**src/include/cfg_gen_pkg.sv**
```systemverilog
/*
   cfg_gen_pkg: register map, field positions, reset values, PCI
   command codes and shared helpers of the configuration cycle
   generator.
   Assumes a 32-bit APB register bus and a 32-bit multiplexed PCI bus.
*/
`default_nettype none
package cfg_gen_pkg;
   // ------------------------------------------------------------------
   // register map (byte addresses)
   // ------------------------------------------------------------------
   localparam logic [7:0]  OFS_ADDR  = 8'h00;
   localparam logic [7:0]  OFS_DATA  = 8'h04;
   localparam logic [7:0]  OFS_CTRL  = 8'h08;
   localparam logic [7:0]  OFS_STAT  = 8'h0C;
   localparam logic [31:0] ADDR_RST  = 32'h0000_0000;
   localparam logic [31:0] DATA_RST  = 32'h0000_0000;
   localparam logic [3:0]  CTRL_RST  = 4'h0;
   // ------------------------------------------------------------------
   // field positions
   // ------------------------------------------------------------------
   localparam int TYPE_BIT   = 0;
   localparam int REG_LSB    = 2;
   localparam int FUNC_LSB   = 8;
   localparam int DEV_LSB    = 11;
   localparam int CTRL_MAS   = 0;
   localparam int CTRL_BME   = 1;
   localparam int CTRL_SIZE  = 2;
   localparam int STAT_BUSY  = 0;
   localparam int STAT_DONE  = 1;
   localparam int STAT_ABORT = 2;
   // ------------------------------------------------------------------
   // codes and counts
   // ------------------------------------------------------------------
   localparam logic [1:0] SIZE_WORD  = 2'h0;
   localparam logic [1:0] SIZE_BYTE  = 2'h1;
   localparam logic [1:0] SIZE_HALF  = 2'h2;
   localparam logic [3:0] CMD_CFG_RD = 4'hA;
   localparam logic [3:0] CMD_CFG_WR = 4'hB;
   // pci clocks without devsel before a master abort
   localparam logic [2:0] MA_LIMIT   = 3'h5;

   typedef struct packed {
      logic       dir;
      logic [1:0] low;
      logic [1:0] size;
   } pend_s;

   typedef struct packed {
      logic        clk;
      logic        trdy_n;
      logic        devsel_n;
      logic        stop_n;
      logic [31:0] ad;
   } pci_in_s;

   typedef enum logic [1:0] {PS_IDLE, PS_ADDR, PS_DATA, PS_TURN} pci_state_e;

   // lanes beyond lane 3 are dropped, as on a 32-bit slave
   function automatic logic [3:0] be_mask(input logic [1:0] low,
                                          input logic [1:0] size);
      logic [3:0] m;
      m = 4'h7;
      case (size)
         SIZE_BYTE: m = 4'h1;
         SIZE_HALF: m = 4'h3;
         SIZE_WORD: m = 4'hF;
         default:   m = 4'h7;
      endcase
      return 4'(m << low);
   endfunction

   function automatic logic [31:0] type0_addr(input logic [31:0] a);
      return {16'(16'h0001 << a[DEV_LSB+:4]), 5'h00, a[FUNC_LSB+:3],
              a[REG_LSB+:6], 2'h0};
   endfunction
endpackage
`default_nettype wire

```
**src/core/cfg_cycle_gen.sv**
```systemverilog
/*
   cfg_cycle_gen: PCI configuration cycle generator behind an APB slave.
   Software loads the target address, then touches the data register;
   the access is retried while a PCI configuration cycle runs, and the
   repeated access completes it.
   Assumes the PCI clock is far slower than i_clock and that the bench
   resolves the open pins from the output enables.
*/
`timescale 1ns/1ps
`default_nettype none
module cfg_cycle_gen (
   input  wire logic        i_clock,
   input  wire logic        i_srst,
   input  wire logic        i_psel,
   input  wire logic        i_penable,
   input  wire logic        i_pwrite,
   input  wire logic [7:0]  i_paddr,
   input  wire logic [31:0] i_pwdata,
   output logic      [31:0] o_prdata,
   output logic             o_pready,
   output logic             o_pslverr,
   input  wire logic        i_pci_clk,
   input  wire logic [31:0] i_pci_ad,
   input  wire logic        i_pci_trdy_n,
   input  wire logic        i_pci_devsel_n,
   input  wire logic        i_pci_stop_n,
   output logic      [31:0] o_pci_ad,
   output logic             o_pci_ad_oe,
   output logic      [3:0]  o_pci_cbe_n,
   output logic             o_pci_frame_n,
   output logic             o_pci_irdy_n,
   output logic             o_pci_ctl_oe
);
   import cfg_gen_pkg::*;

   // ------------------------------------------------------------------
   // registers
   // ------------------------------------------------------------------
   logic [31:0] addr_q, data_q;
   logic [3:0]  ctrl_q;
   pend_s       pend_q;
   logic        pending_q, done_q, abort_q;
   pci_in_s     sync1_q, sync2_q;
   logic        clk_prev_q;
   pci_state_e  state_q;
   logic [2:0]  wait_q;

   // ------------------------------------------------------------------
   // apb decode
   // ------------------------------------------------------------------
   wire   apb_acc  = i_psel & i_penable & ~o_pready;
   wire   hit_addr = i_paddr == OFS_ADDR;
   // the data register spans its word; the low bits pick the lanes
   wire   hit_data = i_paddr[7:2] == OFS_DATA[7:2];
   wire   hit_ctrl = i_paddr == OFS_CTRL;
   wire   hit_stat = i_paddr == OFS_STAT;
   wire   bme      = ctrl_q[CTRL_BME];
   pend_s cur;
   assign cur = '{dir: i_pwrite, low: i_paddr[1:0],
                  size: ctrl_q[CTRL_SIZE+:2]};
   wire   match    = done_q & (cur == pend_q);
   wire   ma_fail  = abort_q & ~ctrl_q[CTRL_MAS];
   wire   data_acc = apb_acc & hit_data & bme;
   wire   finish   = data_acc & ~pending_q & match;
   wire   launch   = data_acc & ~pending_q & ~match;
   wire   addr_wr  = apb_acc & hit_addr & i_pwrite & ~pending_q;
   wire   ctrl_wr  = apb_acc & hit_ctrl & i_pwrite;

   // error: unmapped, pci disabled, busy, retry or unhidden abort
   wire   err = ~(hit_addr | hit_data | hit_ctrl | hit_stat)
                | (hit_data & ~finish)
                | (hit_data & finish & ma_fail)
                | (hit_addr & i_pwrite & pending_q);
   wire [31:0] stat_word = {29'h0, abort_q, done_q, pending_q};
   wire [31:0] rd_word =
      hit_addr ? addr_q :
      hit_data ? (finish ? data_q : 32'h0000_0000) :
      hit_ctrl ? {28'h0, ctrl_q} :
      hit_stat ? stat_word : 32'h0000_0000;

   // ------------------------------------------------------------------
   // pci input synchronisers and clock edge
   // ------------------------------------------------------------------
   pci_in_s pin;
   assign pin = '{clk: i_pci_clk, trdy_n: i_pci_trdy_n,
                  devsel_n: i_pci_devsel_n, stop_n: i_pci_stop_n,
                  ad: i_pci_ad};
   wire pci_edge = sync2_q.clk & ~clk_prev_q;
   wire in_data  = pci_edge & (state_q == PS_DATA);
   wire pci_ok   = in_data & ~sync2_q.trdy_n & ~sync2_q.devsel_n;
   wire pci_rty  = in_data & sync2_q.trdy_n & ~sync2_q.stop_n
                   & ~sync2_q.devsel_n;
   wire pci_ma   = in_data & sync2_q.devsel_n & (wait_q == MA_LIMIT);
   wire pci_end  = pci_ok | pci_rty | pci_ma;
   wire [31:0] cfg_addr = addr_q[TYPE_BIT] ? addr_q
                                           : type0_addr(addr_q);

   always_ff @(posedge i_clock) begin
      if (i_srst) begin
         sync1_q    <= '1;
         sync2_q    <= '1;
         clk_prev_q <= 1'b1;
      end else begin
         sync1_q    <= pin;
         sync2_q    <= sync1_q;
         clk_prev_q <= sync2_q.clk;
      end
   end

   // ------------------------------------------------------------------
   // apb answer, one cycle into the access phase
   // ------------------------------------------------------------------
   always_ff @(posedge i_clock) begin
      if (i_srst) begin
         o_pready  <= 1'b0;
         o_pslverr <= 1'b0;
         o_prdata  <= 32'h0000_0000;
      end else begin
         o_pready  <= apb_acc;
         o_pslverr <= apb_acc & err;
         o_prdata  <= (apb_acc & ~i_pwrite) ? rd_word : 32'h0000_0000;
      end
   end

   // ------------------------------------------------------------------
   // software registers and delayed-transaction bookkeeping
   // ------------------------------------------------------------------
   always_ff @(posedge i_clock) begin
      if (i_srst) begin
         addr_q    <= ADDR_RST;
         ctrl_q    <= CTRL_RST;
         data_q    <= DATA_RST;
         pend_q    <= '0;
         pending_q <= 1'b0;
         done_q    <= 1'b0;
         abort_q   <= 1'b0;
      end else begin
         if (addr_wr)
            addr_q <= i_pwdata;
         if (ctrl_wr)
            ctrl_q <= i_pwdata[3:0];
         if (launch) begin
            pend_q    <= cur;
            pending_q <= 1'b1;
            done_q    <= 1'b0;
            abort_q   <= 1'b0;
            if (i_pwrite)
               data_q <= i_pwdata;
         end else if (finish) begin
            done_q <= 1'b0;
         end else if (pci_ok | pci_ma) begin
            pending_q <= 1'b0;
            done_q    <= 1'b1;
            abort_q   <= pci_ma;
            // aborted reads return all ones like an empty slot
            if (!pend_q.dir)
               data_q <= pci_ma ? 32'hFFFF_FFFF : sync2_q.ad;
         end
      end
   end

   // ------------------------------------------------------------------
   // pci master, stepped once per pci clock rising edge
   // ------------------------------------------------------------------
   always_ff @(posedge i_clock) begin
      if (i_srst) begin
         state_q       <= PS_IDLE;
         wait_q        <= 3'h0;
         o_pci_ad      <= 32'h0000_0000;
         o_pci_ad_oe   <= 1'b0;
         o_pci_cbe_n   <= 4'hF;
         o_pci_frame_n <= 1'b1;
         o_pci_irdy_n  <= 1'b1;
         o_pci_ctl_oe  <= 1'b0;
      end else if (pci_edge) begin
         case (state_q)
            PS_IDLE: begin
               if (pending_q) begin
                  state_q       <= PS_ADDR;
                  o_pci_ad      <= cfg_addr;
                  o_pci_ad_oe   <= 1'b1;
                  o_pci_cbe_n   <= pend_q.dir ? CMD_CFG_WR : CMD_CFG_RD;
                  o_pci_frame_n <= 1'b0;
                  o_pci_ctl_oe  <= 1'b1;
               end
            end
            PS_ADDR: begin
               state_q       <= PS_DATA;
               wait_q        <= 3'h0;
               o_pci_ad      <= data_q;
               o_pci_ad_oe   <= pend_q.dir;
               o_pci_cbe_n   <= ~be_mask(pend_q.low, pend_q.size);
               o_pci_frame_n <= 1'b1;
               o_pci_irdy_n  <= 1'b0;
            end
            PS_DATA: begin
               // a target retry ends the try; idle relaunches it
               if (pci_end) begin
                  state_q      <= PS_TURN;
                  o_pci_irdy_n <= 1'b1;
                  o_pci_ad_oe  <= 1'b0;
                  o_pci_cbe_n  <= 4'hF;
               end else begin
                  wait_q <= wait_q + 3'h1;
               end
            end
            default: begin
               state_q      <= PS_IDLE;
               o_pci_ctl_oe <= 1'b0;
            end
         endcase
      end
   end
endmodule
`default_nettype wire

```
**config.mk**
```make
export PLATFORM = sky130hd
export DESIGN_NAME = cfg_cycle_gen
export DESIGN_NICKNAME = d
export VERILOG_FILES = /design/src/include/cfg_gen_pkg.sv /design/src/core/cfg_cycle_gen.sv
export SDC_FILE = /design/constraint.sdc
export NUM_CORES = 1
export LEC_CHECK = 0
export BUFFER_PORTS_ARGS = -buffer_cell sky130_fd_sc_hd__buf_4
export CORE_MARGIN = 4
export CORE_UTILIZATION = 55
export DETAILED_ROUTE_END_ITERATION = 7
export PLACE_DENSITY = 0.85
export SYNTH_ARGS = -nofsm -noshare
export SYNTH_HDL_FRONTEND = slang
export SYNTH_SLANG_ARGS = --single-unit
```
**constraint.sdc**
```tcl
create_clock -name i_clock -period 2.6 [get_ports i_clock]
set_input_delay 0.13 -clock i_clock [delete_from_list [all_inputs] [get_ports i_clock]]
set_output_delay 0.13 -clock i_clock [all_outputs]
set_load 0.005 [all_outputs]
```
==> qor.txt <==
most frequent cells in the layout: dfxtp_1, buf_4, nor2_1, nand2_1, or2_2
pin count of the biggest net entering global routing: 91
Hold Path Class: in2reg
status: completed
Synthesized Nets: 1091
clock sinks: 228
Max Buffers Root-to-Sink: 3
final worst-path cycle share: 84.9%
Post-Syn Area: 0.00877 sq mm
vias per cell: 5.60
number of global-route vias before repair: 7399
core area: 0.0154 sq mm
Netlist cell types: 50
I/O pins: 155
placed cells: 1315
Final GP Congestion: 0.922
most common cell after layout, fill and taps aside: dfxtp_1
max_cap viols: 0
crit path kind: reg2reg
dominant synthesized flop cell: dfxtp_1
nets: 1289
initial antenna violation count: 0
H-tree depth: 1
Reg area: 0.00456 sq mm
dpl hpwl: 15.7 mm
clock-pin slew on the worst setup and hold paths: 0.06 ns
ANT nets after route: 0
Synth Instances: 1001
WL/cell: 16.6 um
Post-synth EDFFs: 0
Die X: 134 um
Setup Total Neg Slack: 0 ns
Peak VDD IR: 0.463 mV
Fin. Hold Viols: 0
Async SR Flop Fraction: 0%
startpoint types: flop
worst slew pin tran: 0.691 ns
Worst Path Max Fanout: 12
Die H: 134 um
latest clock arrival within the worst-skew pair: 0.52 ns
Synth Register Bits: 228
Final Non-Filler Cells: 1426
final setup fails: 0
first-pass GRT wire length: 38.0 mm
WP data arrival: 2.61 ns
max_slew headroom: 53.9%
CTS Buf Count: 22
Leak: 4.37 nW
layout cell share with drive strength beyond 1: 24.5%
fin. max-slew vios: 0
R2R Setup Slk: 0.39 ns
DRT Wirelength: 23.7 mm
Syn Area/Cell: 8.76 sq um
total track usage: 25.7%
CTS tree: built
grt total ovfl: 0
Worst Skew: 0.0226 ns
Ys Warns: 0
DRC violations left: 0
CTS Root Cell: clkbuf_16
WP data required: 3.00 ns
drt pass-1 iters: 5
Initial Utilization: 56.8%
Port Buffers: 154
Cell Pwr Density: 606 mW/mm^2
fin crit period: 2.21 ns
Area Overhead vs Synth: 31.4%
sequential fraction of the synthesis area: 52.1%
die area: 0.0180 sq mm
Max Fclk: 453 MHz
CP Capture Type: flop
Rows: 45
multi-input logic area: 0.00374 sq mm
Fillers: 1085
RSZ-0062 raised after global routing: no
vias: 7984
total setup buffers inserted after CTS: 0
1st-iter DRT viols: 901
[state kept, by name (all words and copies together), names as in the netlist, 2 cells and up]
name         cells
sync1_q         36
o_pci_cbe_n      4
data_q          32
pend_q           5
ctrl_q           4
o_prdata        32
state_q          2
wait_q           3
o_pci_ad        32
sync2_q         36
addr_q          32
[routing by layer]
layer | up-vias | share of wire [%] | track usage, %
li1 | 3806 | - | -
met1 | 3624 | 40 | 34.6
met2 | 462 | 46 | 41.2
met3 | 92 | 9.5 | 4.73
met4 | 0 | 4.5 | 9.95
met5 | - | 0 | 0
[worst max-delay path, cell delays in order (launching register included)]
cell and delay (ns):
dfxtp_1 0.40, ha_1 0.17, nand3_1 0.18, a211oi_1 0.38, nand2_1 0.18, o32a_1 0.24
buf_4 0.20, o32ai_1 0.37
[kinds of logic after synthesis]
group,Yosys count,synth area share [%]
simple gates,439,24.1
flops,228,52.1
compound gates,184,14.6
buf+inv,120,5.60
mux,16,1.84
fa+ha+maj,9,1.28
xor+xnor,5,0.500
[power breakdown]
part           internal (mW)  leakage [nW]  switching (mW)
Combinational          0.207          2.17           0.141
Sequential              3.55          1.85          0.0146
Clock                   1.79         0.349            1.28
[through the flow]
step | setup WS [ns] | utilization, % | hold slack (ns) | power (mW) | instance area (sq um)
after floorplan | 0.714 | - | 0.234 | 3.75 | 8770
after CTS | 0.466 | 74.6 | 0.0120 | 7.01 | 11500
after detailed placement | 0.466 | 65.4 | 0.316 | 3.89 | 10100
final | 0.392 | 74.7 | 0.0220 | 6.98 | 11500
after global routing | 0.181 | 74.6 | 0.0322 | 7.20 | 11500
after global placement | 0.533 | 65.4 | 0.315 | 3.89 | 10100
[synth_stat cells, types with 2 or more instances]
cell / instances / area (sq um)
a21o_1: 2 / 15.0
nand3_1: 7 / 35.0
a22oi_1: 32 / 240
buf_4: 7 / 52.6
nand2_1: 111 / 417
nand4_1: 4 / 25.0
nand2b_1: 7 / 43.8
dfxtp_1: 228 / 4560
nor2b_1: 11 / 68.8
a21oi_1: 50 / 250
or3_1: 2 / 12.5
ha_1: 9 / 113
a311oi_1: 2 / 17.5
o221ai_1: 9 / 78.8
inv_1: 43 / 161
nand3b_1: 5 / 37.5
mux2i_1: 15 / 150
nor3_1: 68 / 340
xnor2_1: 5 / 43.8
o211ai_1: 4 / 30.0
or2_2: 74 / 463
o21ai_0: 17 / 85.1
nor4_1: 2 / 12.5
a31oi_1: 3 / 18.8
o32ai_1: 32 / 280
a211oi_1: 19 / 143
nor2_1: 128 / 480
buf_2: 11 / 55.1
a2111oi_0: 5 / 43.8
and3_1: 11 / 68.8
clkbuf_1: 58 / 218
o21a_1: 2 / 15.0
[repair_timing]
| item | CTS | global route |
|---|---|---|
| resized for setup | 0 | 0 |
| hold endpoints to repair | 107 | 0 |
| hold buffers | 71 | 0 |
[area by class of cell]
type	count	share of cell area, %
well taps	211	2.29
diodes	1	0.0217
inverters	43	1.40
clock buffers	33	5.49
multi-input cells	653	32.5
repair buffers	251	18.0
flip-flops and latches	228	39.6
clock inverters	6	0.695
[final timing paths]
kind,start,end,depth (start not counted)
max,wait_q[0]$_SDFFE_PP0P_,data_q[23]$_SDFFE_PP0P_,7
min,i_srst,ctrl_q[0]$_SDFFE_PP0P_,2
max reg2reg,wait_q[0]$_SDFFE_PP0P_,data_q[23]$_SDFFE_PP0P_,7
min reg2reg,sync1_q[16]$_SDFF_PP1_,sync2_q[16]$_SDFF_PP1_,1
Power figures use the tool's default switching activity.
